## config.mk

```make
export PLATFORM = sky130hd
export DESIGN_NAME = drmc_ctrl
export DESIGN_NICKNAME = d
export VERILOG_FILES = /design/src/shared/drmc_pkg.sv /design/src/rtl/drmc_ctrl.sv
export VERILOG_INCLUDE_DIRS = /design/src /design/src/shared
export SDC_FILE = /design/constraint.sdc
export NUM_CORES = 1
export LEC_CHECK = 0
export CORE_MARGIN = 2
export CORE_UTILIZATION = 40
export CTS_BUF_LIST = sky130_fd_sc_hd__clkbuf_4 sky130_fd_sc_hd__clkbuf_8
export DETAILED_ROUTE_END_ITERATION = 6
export DONT_BUFFER_PORTS = 1
export GPL_ROUTABILITY_DRIVEN = 0
export SYNTH_ARGS = -nofsm -noshare
export SYNTH_HDL_FRONTEND = slang
export SYNTH_SLANG_ARGS = --single-unit
```

## constraint.sdc

```tcl
create_clock -name core_clk -period 3 [get_ports core_clk]
set_input_delay 0.3 -clock core_clk [delete_from_list [all_inputs] [get_ports core_clk]]
set_output_delay 0.3 -clock core_clk [all_outputs]
set_load 0.05 [all_outputs]
```

## src/shared/drmc_cfg.svh

```systemverilog
// Purpose: constants for the strobe-driven 4K x 1 dynamic memory controller
// Assumes: 20 MHz core_clk, 50 ns period
// Notes: times kept in ns, cycle counts derived from them
`ifndef DRMC_CFG_SVH
`define DRMC_CFG_SVH
`define DRMC_CLK_NS      50
`define DRMC_ADDR_W      12
`define DRMC_PIN_W       6
`define DRMC_ROWS        64
`define DRMC_T_RCL_NS    150
`define DRMC_T_CAC_NS    200
`define DRMC_T_CPW_NS    200
`define DRMC_T_WP_NS     200
`define DRMC_T_RP_NS     150
`define DRMC_T_AH_NS     80
`define DRMC_T_RFSH_NS   2000000
`define DRMC_CYC(t)      (((t) + `DRMC_CLK_NS - 1) / `DRMC_CLK_NS)
`define DRMC_CYC_DN(t)   ((t) / `DRMC_CLK_NS)
`endif

```

## src/shared/drmc_pkg.sv

```systemverilog
// Purpose: types for the dynamic memory controller
// Assumes: constants come from drmc_cfg.svh
// Notes: request and pin groups travel as packed structs
`include "drmc_cfg.svh"
package drmc_pkg;
   typedef enum logic [1:0] {
      drmc_op_read  = 2'h0,
      drmc_op_write = 2'h1,
      drmc_op_rmw   = 2'h2
   } drmc_op_t;

   typedef struct packed {
      drmc_op_t                  op;
      logic [`DRMC_ADDR_W-1:0]  addr;
      logic                      wdata;
      logic                      cs_n;
   } drmc_req_t;

   typedef struct packed {
      logic                      ras_n;
      logic                      cas_n;
      logic                      we_n;
      logic                      cs_n;
      logic                      din;
      logic [`DRMC_PIN_W-1:0]   multiplexed_addr_pins;
   } drmc_pins_t;

   typedef enum logic [7:0] {
      drmc_st_idle = 8'h01,
      drmc_st_row  = 8'h02,
      drmc_st_col  = 8'h04,
      drmc_st_acc  = 8'h08,
      drmc_st_wr   = 8'h10,
      drmc_st_hold = 8'h20,
      drmc_st_pre  = 8'h40,
      drmc_st_ref  = 8'h80
   } drmc_state_t;
endpackage

```

## src/rtl/drmc_ctrl.sv

```systemverilog
// Purpose: controller that drives a 4K x 1 strobe-paced dynamic memory
// Assumes: dout pin sampled synchronously; one request at a time
// Notes: refresh takes priority over a waiting user request
`include "drmc_cfg.svh"
// Overview of operation
// - Address goes out as row half then column half on six pins.
// - Early write: write enable falls before column strobe; data held around it.
// - Read-modify-write: write enable stays high until access time passes.
// - Every one of 64 rows gets a cycle within each 2 ms.
// - Refresh cycles run with chip deselected so no cell is written.
// - Column strobe goes to every chip; row strobe on every cycle, refresh cycles included.
// - Chip select may be held low when row strobe selects the chip.
module drmc_ctrl #(
   parameter int unsigned REFRESH_NS = `DRMC_T_RFSH_NS
) (
   input  wire logic                     core_clk,
   input  wire logic                     rst,
   input  wire logic                     req_valid,
   output logic                          req_ready,
   input  wire drmc_pkg::drmc_req_t      req,
   input  wire logic                     rmw_wdata,
   output logic                          rsp_valid,
   output logic                          rsp_data,
   output logic                          rsp_selected,
   output drmc_pkg::drmc_pins_t          pins,
   input  wire logic                     dout
);
   localparam int unsigned RCL_C = `DRMC_CYC(`DRMC_T_RCL_NS);
   localparam int unsigned CAC_C = `DRMC_CYC(`DRMC_T_CAC_NS);
   localparam int unsigned WP_C  = `DRMC_CYC(`DRMC_T_WP_NS);
   localparam int unsigned RP_C  = `DRMC_CYC(`DRMC_T_RP_NS);
   localparam int unsigned AH_C  = `DRMC_CYC(`DRMC_T_AH_NS);
   // Spread 64 rows evenly across the period, rounding down to stay safe
   localparam int unsigned REF_C = (REFRESH_NS / `DRMC_ROWS) / `DRMC_CLK_NS;

   drmc_pkg::drmc_state_t  state;
   drmc_pkg::drmc_state_t  next_state;
   drmc_pkg::drmc_req_t    cur;
   logic [15:0]            tmr;
   logic [15:0]            ref_tmr;
   logic                   ref_due;
   logic [5:0]             ref_row;
   logic                   is_ref;
   logic                   sel;

   wire logic tmr_done   = (tmr == 16'h0000);
   wire logic ref_expire = (ref_tmr == 16'h0000);
   wire logic start_ref  = (state == drmc_pkg::drmc_st_idle) && ref_due;
   wire logic start_req  = (state == drmc_pkg::drmc_st_idle) && !ref_due && req_valid;
   wire logic cur_early  = (cur.op == drmc_pkg::drmc_op_write);
   wire logic cur_rmw    = (cur.op == drmc_pkg::drmc_op_rmw);

   assign req_ready = (state == drmc_pkg::drmc_st_idle) && !ref_due;

   function automatic logic [15:0] cyc16(input int unsigned n);
      cyc16 = n[15:0] - 16'h0001;
   endfunction

   always_comb begin
      next_state = state;
      unique case (state)
         drmc_pkg::drmc_st_idle: begin
            if (ref_due || req_valid) begin
               next_state = drmc_pkg::drmc_st_row;
            end
         end
         drmc_pkg::drmc_st_row: begin
            if (tmr_done) begin
               next_state = drmc_pkg::drmc_st_col;
            end
         end
         drmc_pkg::drmc_st_col: begin
            if (tmr_done) begin
               next_state = drmc_pkg::drmc_st_acc;
            end
         end
         drmc_pkg::drmc_st_acc: begin
            if (tmr_done) begin
               next_state = cur_rmw ? drmc_pkg::drmc_st_wr : drmc_pkg::drmc_st_hold;
            end
         end
         drmc_pkg::drmc_st_wr: begin
            if (tmr_done) begin
               next_state = drmc_pkg::drmc_st_hold;
            end
         end
         drmc_pkg::drmc_st_hold: begin
            next_state = drmc_pkg::drmc_st_pre;
         end
         drmc_pkg::drmc_st_pre: begin
            if (tmr_done) begin
               next_state = drmc_pkg::drmc_st_idle;
            end
         end
         default: begin
            next_state = drmc_pkg::drmc_st_idle;
         end
      endcase
   end

   always_ff @(posedge core_clk or posedge rst) begin
      if (rst) begin
         state <= drmc_pkg::drmc_st_idle;
      end else begin
         state <= next_state;
      end
   end

   // Per-state dwell counter
   always_ff @(posedge core_clk or posedge rst) begin
      if (rst) begin
         tmr <= 16'h0000;
      end else if (next_state != state) begin
         unique case (next_state)
            drmc_pkg::drmc_st_row:  tmr <= cyc16(RCL_C);
            drmc_pkg::drmc_st_col:  tmr <= cyc16(AH_C);
            drmc_pkg::drmc_st_acc:  tmr <= cyc16(CAC_C);
            drmc_pkg::drmc_st_wr:   tmr <= cyc16(WP_C);
            drmc_pkg::drmc_st_pre:  tmr <= cyc16(RP_C);
            default:                tmr <= 16'h0000;
         endcase
      end else if (!tmr_done) begin
         tmr <= tmr - 16'h0001;
      end
   end

   // Refresh pacing; a due flag set by expiry wins over the clear
   always_ff @(posedge core_clk or posedge rst) begin
      if (rst) begin
         ref_tmr <= 16'h0000;
         ref_due <= 1'b0;
         ref_row <= 6'h00;
      end else begin
         ref_tmr <= ref_expire ? cyc16(REF_C) : ref_tmr - 16'h0001;
         if (ref_expire) begin
            ref_due <= 1'b1;
         end else if (start_ref) begin
            ref_due <= 1'b0;
         end
         if (start_ref) begin
            ref_row <= ref_row + 6'h01;
         end
      end
   end

   // Capture request; refresh is a deselected read
   always_ff @(posedge core_clk or posedge rst) begin
      if (rst) begin
         cur    <= '0;
         is_ref <= 1'b0;
      end else if (start_ref) begin
         cur.op    <= drmc_pkg::drmc_op_read;
         cur.addr  <= {ref_row, 6'h00};
         cur.wdata <= 1'b0;
         cur.cs_n  <= 1'b1;
         is_ref    <= 1'b1;
      end else if (start_req) begin
         cur    <= req;
         is_ref <= 1'b0;
      end else if (state == drmc_pkg::drmc_st_acc && tmr_done && cur_rmw) begin
         cur.wdata <= rmw_wdata;
      end
   end

   assign sel = !cur.cs_n;

   // Pin drive: all from flops; column strobe shared by every chip
   always_ff @(posedge core_clk or posedge rst) begin
      if (rst) begin
         pins <= '{ras_n: 1'b1, cas_n: 1'b1, we_n: 1'b1, cs_n: 1'b1,
                   din: 1'b0, multiplexed_addr_pins: 6'h00};
      end else begin
         unique case (next_state)
            drmc_pkg::drmc_st_row: begin
               pins.multiplexed_addr_pins <= cur_next_row();
               pins.ras_n <= (state == drmc_pkg::drmc_st_idle) ? 1'b1 : 1'b0;
            end
            drmc_pkg::drmc_st_col: begin
               pins.multiplexed_addr_pins <= cur.addr[5:0];
               pins.cs_n  <= cur.cs_n;
               pins.din   <= cur.wdata;
               pins.we_n  <= !cur_early;
            end
            drmc_pkg::drmc_st_acc: begin
               pins.cas_n <= 1'b0;
            end
            drmc_pkg::drmc_st_wr: begin
               // Data first, write enable a cycle later, so din never moves with it
               pins.din  <= (state == drmc_pkg::drmc_st_wr) ? cur.wdata : rmw_wdata;
               pins.we_n <= (state != drmc_pkg::drmc_st_wr);
            end
            drmc_pkg::drmc_st_hold: begin
               pins.cas_n <= 1'b0;
            end
            drmc_pkg::drmc_st_pre, drmc_pkg::drmc_st_idle: begin
               pins.ras_n <= 1'b1;
               pins.cas_n <= 1'b1;
               pins.we_n  <= 1'b1;
            end
            default: begin
               pins.ras_n <= 1'b1;
            end
         endcase
      end
   end

   // Row strobe falls one cycle after row address is set up
   function automatic logic [5:0] cur_next_row();
      cur_next_row = (state == drmc_pkg::drmc_st_idle) ?
                     (ref_due ? ref_row : req.addr[11:6]) : cur.addr[11:6];
   endfunction

   // Read bit sampled after access time; deselected reads flag no data
   always_ff @(posedge core_clk or posedge rst) begin
      if (rst) begin
         rsp_valid    <= 1'b0;
         rsp_data     <= 1'b0;
         rsp_selected <= 1'b0;
      end else begin
         rsp_valid <= state == drmc_pkg::drmc_st_acc && tmr_done && !is_ref;
         // Refresh leaves the last answer standing
         if (state == drmc_pkg::drmc_st_acc && tmr_done && !is_ref) begin
            rsp_data     <= sel ? dout : 1'b1;
            rsp_selected <= sel;
         end
      end
   end
endmodule

```

==> results.md <==
Status:
- The flow ran to the end, and the final reports show no timing, DRC or antenna violations.

Routing:
- The number of search-and-repair iterations in the first detailed-routing pass is 4.
- The detailed router's first-iteration violation count is 131.
- The remaining antenna violation count is 0.
- The detail-routed via count per cell is 5.353.
- For this run, design rule violations remaining after detail routing come to 0.
- The post-detailed-routing wire length is 8535 um.
- The per-cell routed wire length is 15.38 um.
- The routed layout has 2971 vias.

Power:
- The internal portion of the total power is 0.002472 W.
- The share of power burned in combinational logic is 0.442.
- In this run the power spent charging and discharging nets is 0.001921 W.
- Of the total power, the share spent switching nets is 0.4373.
- The worst-case IR drop observed on VDD is 0.5792 mV.
- The power per unit of standard cell area is 1001 nW/um^2.
- Of the total power, registers draw 0.395.
- Of the total power, the clock network draws 0.163.
- The cell leakage power is 1.962 nW.

STA:
- The max-slew violation total from the final report was 0.
- Timing would allow up to 383.9 MHz.
- The part of the cycle the worst path needs is 0.8682.
- Setup slack closes at 0.3953 ns.
- The worst pin sits at a relative slew slack of 0.5733.
- At the pin with the least slew margin, the transition time is 0.6342 ns.
- The total count of hold-check failures in the final report is 0.
- Setup repair after global routing left no endpoint under its margin.
- In the final timing run, aggregate negative setup slack is 0 ns.
- Clock skew on the completed layout was measured at 0.01583 ns.
- Counting I/O delays and the setup requirement, the final critical path takes 2.605 ns.
- The number of setup violations in the final report is 0.

Synthesis:
- After synthesis, the netlist uses 54 different library cells.
- Yosys attributes the largest share of cell area to sky130_fd_sc_hd__dfrtp_1 (46%), sky130_fd_sc_hd__mux2i_1 (4.7%), sky130_fd_sc_hd__nor2_1 (4.7%).
- The share of synthesized area in the top cell type comes to 0.4557.
- The count of flip-flops with a built-in enable after synthesis is 0.
- The most frequently used flop master after synthesis is sky130_fd_sc_hd__dfrtp_1.
- The commonest cells after synthesis are sky130_fd_sc_hd__dfrtp_1 (73), sky130_fd_sc_hd__nor2_1 (50), sky130_fd_sc_hd__o21ai_0 (35).
- Counting every net in the synthesized netlist gives 436.
- A synthesized cell averages 9.754 um^2.
- The cell accounting for the most synthesized area is sky130_fd_sc_hd__dfrtp_1.
- In the synthesized netlist, the number of instances is 411.
- The Yosys step of the flow raised 0 warnings.
- For this run, the register share of the synthesized area comes to 0.4885.
- The share of async-settable or async-resettable flops after synthesis is 1.000.
- The most common cell in the synthesized netlist is sky130_fd_sc_hd__dfrtp_1.
- The cell area that synthesis handed to floorplanning was 4009 um^2.
- The flip-flop and latch count after synthesis is 78.

Clock network:
- Gates resized during post-CTS repair numbered 0.
- The H-tree was split into 3 levels.
- The clock latency reported for the late side of the worst-skew pair is 0.36 ns.
- The number of clock sinks seen by CTS is 78.
- The CTS tree is built.
- Buffers inserted during clock tree synthesis total 9.
- In this run the post-CTS setup repair buffer count came out at 0.
- The root buffer cell chosen for the clock tree is sky130_fd_sc_hd__clkbuf_8.
- The clock tree buffer depth is 2.
- The clock-pin slew on the worst setup and hold paths is 0.08 ns.
- Buffers inserted to repair hold after CTS numbered 1.

Layout:
- Fill cells in the final layout number 981.
- The count of cells in the finished layout, fillers not included, comes to 555.
- The area overhead of the layout relative to synthesis is 9.457%.
- The net count of the finished layout is 442.
- The repair_antennas step left the layout with diodes totalling 0.
- Of the cells placed in the final design, the portion with a size suffix greater than 1 is 0.1161.

Placement:
- The sum of net half-perimeters after detailed placement is 5858 um.
- The worst setup slack after placement is 0.4122 ns.
- The number of I/O port buffers is 0.
- The number of placed instances, taps included, is 538.

Min path:
- The worst hold path belongs to the class in2reg.
- The launch instance of the worst min-delay path is req[0].
- The endpoint of the worst hold path is cur[0].
- The worst hold path cell count is 1.

Critical path:
- STA puts the critical path data required time at 2.70 ns.
- The largest fanout of any net on the critical path is 22.
- In this run the register-to-register setup slack is 0.40 ns.
- The critical path in this run is classified as reg2out.
- The endpoint identified for the worst register-to-register timing path is pins[7].
- The worst setup path is launched from a register.
- The path depth of the worst reg2reg path is 5.
- In this run the critical register-to-register path is launched from state[6].
- STA classifies the critical path endpoint as an output port.
- At the worst endpoint, the arrival time is 2.30 ns.

Floorplan:
- The floorplan step defined a die boundary enclosing 10840 um^2.
- The floorplan has 36 rows.
- From left edge to right edge, the die measures 104.1 um.
- The region available for standard cell placement spans 9729 um^2.
- In this run the count of I/O pins placed on the die edge is 36.
- The die is 104.1 um tall.
- The initial core utilization is 0.4120.

Global route:
- The overall track demand over capacity in global routing is 0.1669.
- The initial antenna violation count is 0.
- The largest net degree at the start of global routing is 79.
- Global routing finished with a remaining overflow of 0.
- The number of global-route vias before repair was 2982.
- The first global-routing pass estimated 14610 um of wire.

Run:
- Across the run, the number of max-cap violations was 0.
==> power by group through the flow <==
stage	registers [W]	logic (W)	clock network [W]
floorplan	0.00169	0.00157	0
global placement	0.00175	0.00190	0
detailed placement	0.00176	0.00195	0
CTS	0.00174	0.00196	0.000737
global route	0.00178	0.00218	0.000785
finish	0.00174	0.00194	0.000715
==> per-layer routing <==
| metal | vias up | GRT usage | wire, um |
|---|---|---|---|
| li1 | 1450 | - | - |
| met1 | 1437 | 0.2304 | 4185 |
| met2 | 69 | 0.2514 | 3797 |
| met3 | 15 | 0.03697 | 374 |
| met4 | 0 | 0.07432 | 176 |
| met5 | - | 0 | 0 |
==> how the worst max path moves through the flow <==
| stage | start | to | slack, ns | cells past startpoint |
|---|---|---|---|---|
| finish | state[6] | req_ready | 0.40 | 5 |
| global route | state[6] | req_ready | 0.21 | 5 |
| CTS | state[6] | req_ready | 0.39 | 5 |
| detailed placement | ref_tmr[6] | ref_tmr[3] | 0.41 | 6 |
| global placement | ref_tmr[6] | ref_tmr[3] | 0.44 | 6 |
| floorplan | state[6] | cur[0] | 0.45 | 7 |
==> cells by family after synthesis <==
logic type,Yosys count,share of synthesized area
xor gates and xnor gates,28,0.06117
muxes,22,0.05587
and+or+nand+nor,165,0.2263
DFF,78,0.4885
other,1,0.0009354
AOI/OAI and AO/OA,82,0.1230
adders and majority gates,4,0.01248
buffers and inverters,31,0.03183
==> flip-flops by register name, summed over array words and instances (netlist names) <==
signal	count
cur	16
ref_tmr	16
pins	11
rsp_data	1
rsp_selected	1
tmr	16
is_ref	1
ref_due	1
rsp_valid	1
ref_row	6
state	8
==> area by class of cell <==
| type | instances | area, um^2 | share of cell area |
|---|---|---|---|
| clock buffer | 10 | 137.6 | 0.03137 |
| clock inverter | 6 | 36.28 | 0.008269 |
| inverter | 12 | 46.29 | 0.01055 |
| multi-input combinational | 302 | 1923 | 0.4383 |
| sequential | 78 | 1958 | 0.4463 |
| tap | 133 | 166.4 | 0.03792 |
| timing repair buffer | 14 | 120.1 | 0.02737 |
==> critical path, cell delays in order (launching register included) <==
cell and delay [ns]:
sky130_fd_sc_hd__dfrtp_1 0.46, sky130_fd_sc_hd__nor4_2 0.59, sky130_fd_sc_hd__nand4b_1 0.20, sky130_fd_sc_hd__buf_4 0.26, sky130_fd_sc_hd__nor2_1 0.20, sky130_fd_sc_hd__buf_4 0.24
==> per-stage QoR <==
step / utilization / hold WS [ns] / total power (W) / cell area [um^2]
after floorplan: - / 0.4256 / 0.003263 / 4009
after global placement: 0.4321 / 0.3013 / 0.003655 / 4204
after detailed placement: 0.4321 / 0.3063 / 0.003704 / 4204
after CTS: 0.4510 / 0.05339 / 0.004432 / 4388
after global routing: 0.4510 / 0.04655 / 0.004747 / 4388
final: 0.4510 / 0.06840 / 0.004393 / 4388
==> placed cells by master (no fill, tap or decap), types with 6 or more instances in the layout <==
cell type                   n
sky130_fd_sc_hd__clkbuf_8  10
sky130_fd_sc_hd__nand3_1   10
sky130_fd_sc_hd__xor2_1     8
sky130_fd_sc_hd__nor2b_1   13
sky130_fd_sc_hd__a31oi_1   12
sky130_fd_sc_hd__nor2_1    50
sky130_fd_sc_hd__inv_1     11
sky130_fd_sc_hd__nand2_1   34
sky130_fd_sc_hd__xnor2_1   20
sky130_fd_sc_hd__a21oi_1   14
sky130_fd_sc_hd__dfrtp_1   73
sky130_fd_sc_hd__buf_4     12
sky130_fd_sc_hd__nor3_1    11
sky130_fd_sc_hd__o21ai_0   35
sky130_fd_sc_hd__nor4_1     6
sky130_fd_sc_hd__mux2i_1   19
(Power assumes the default switching activity.)
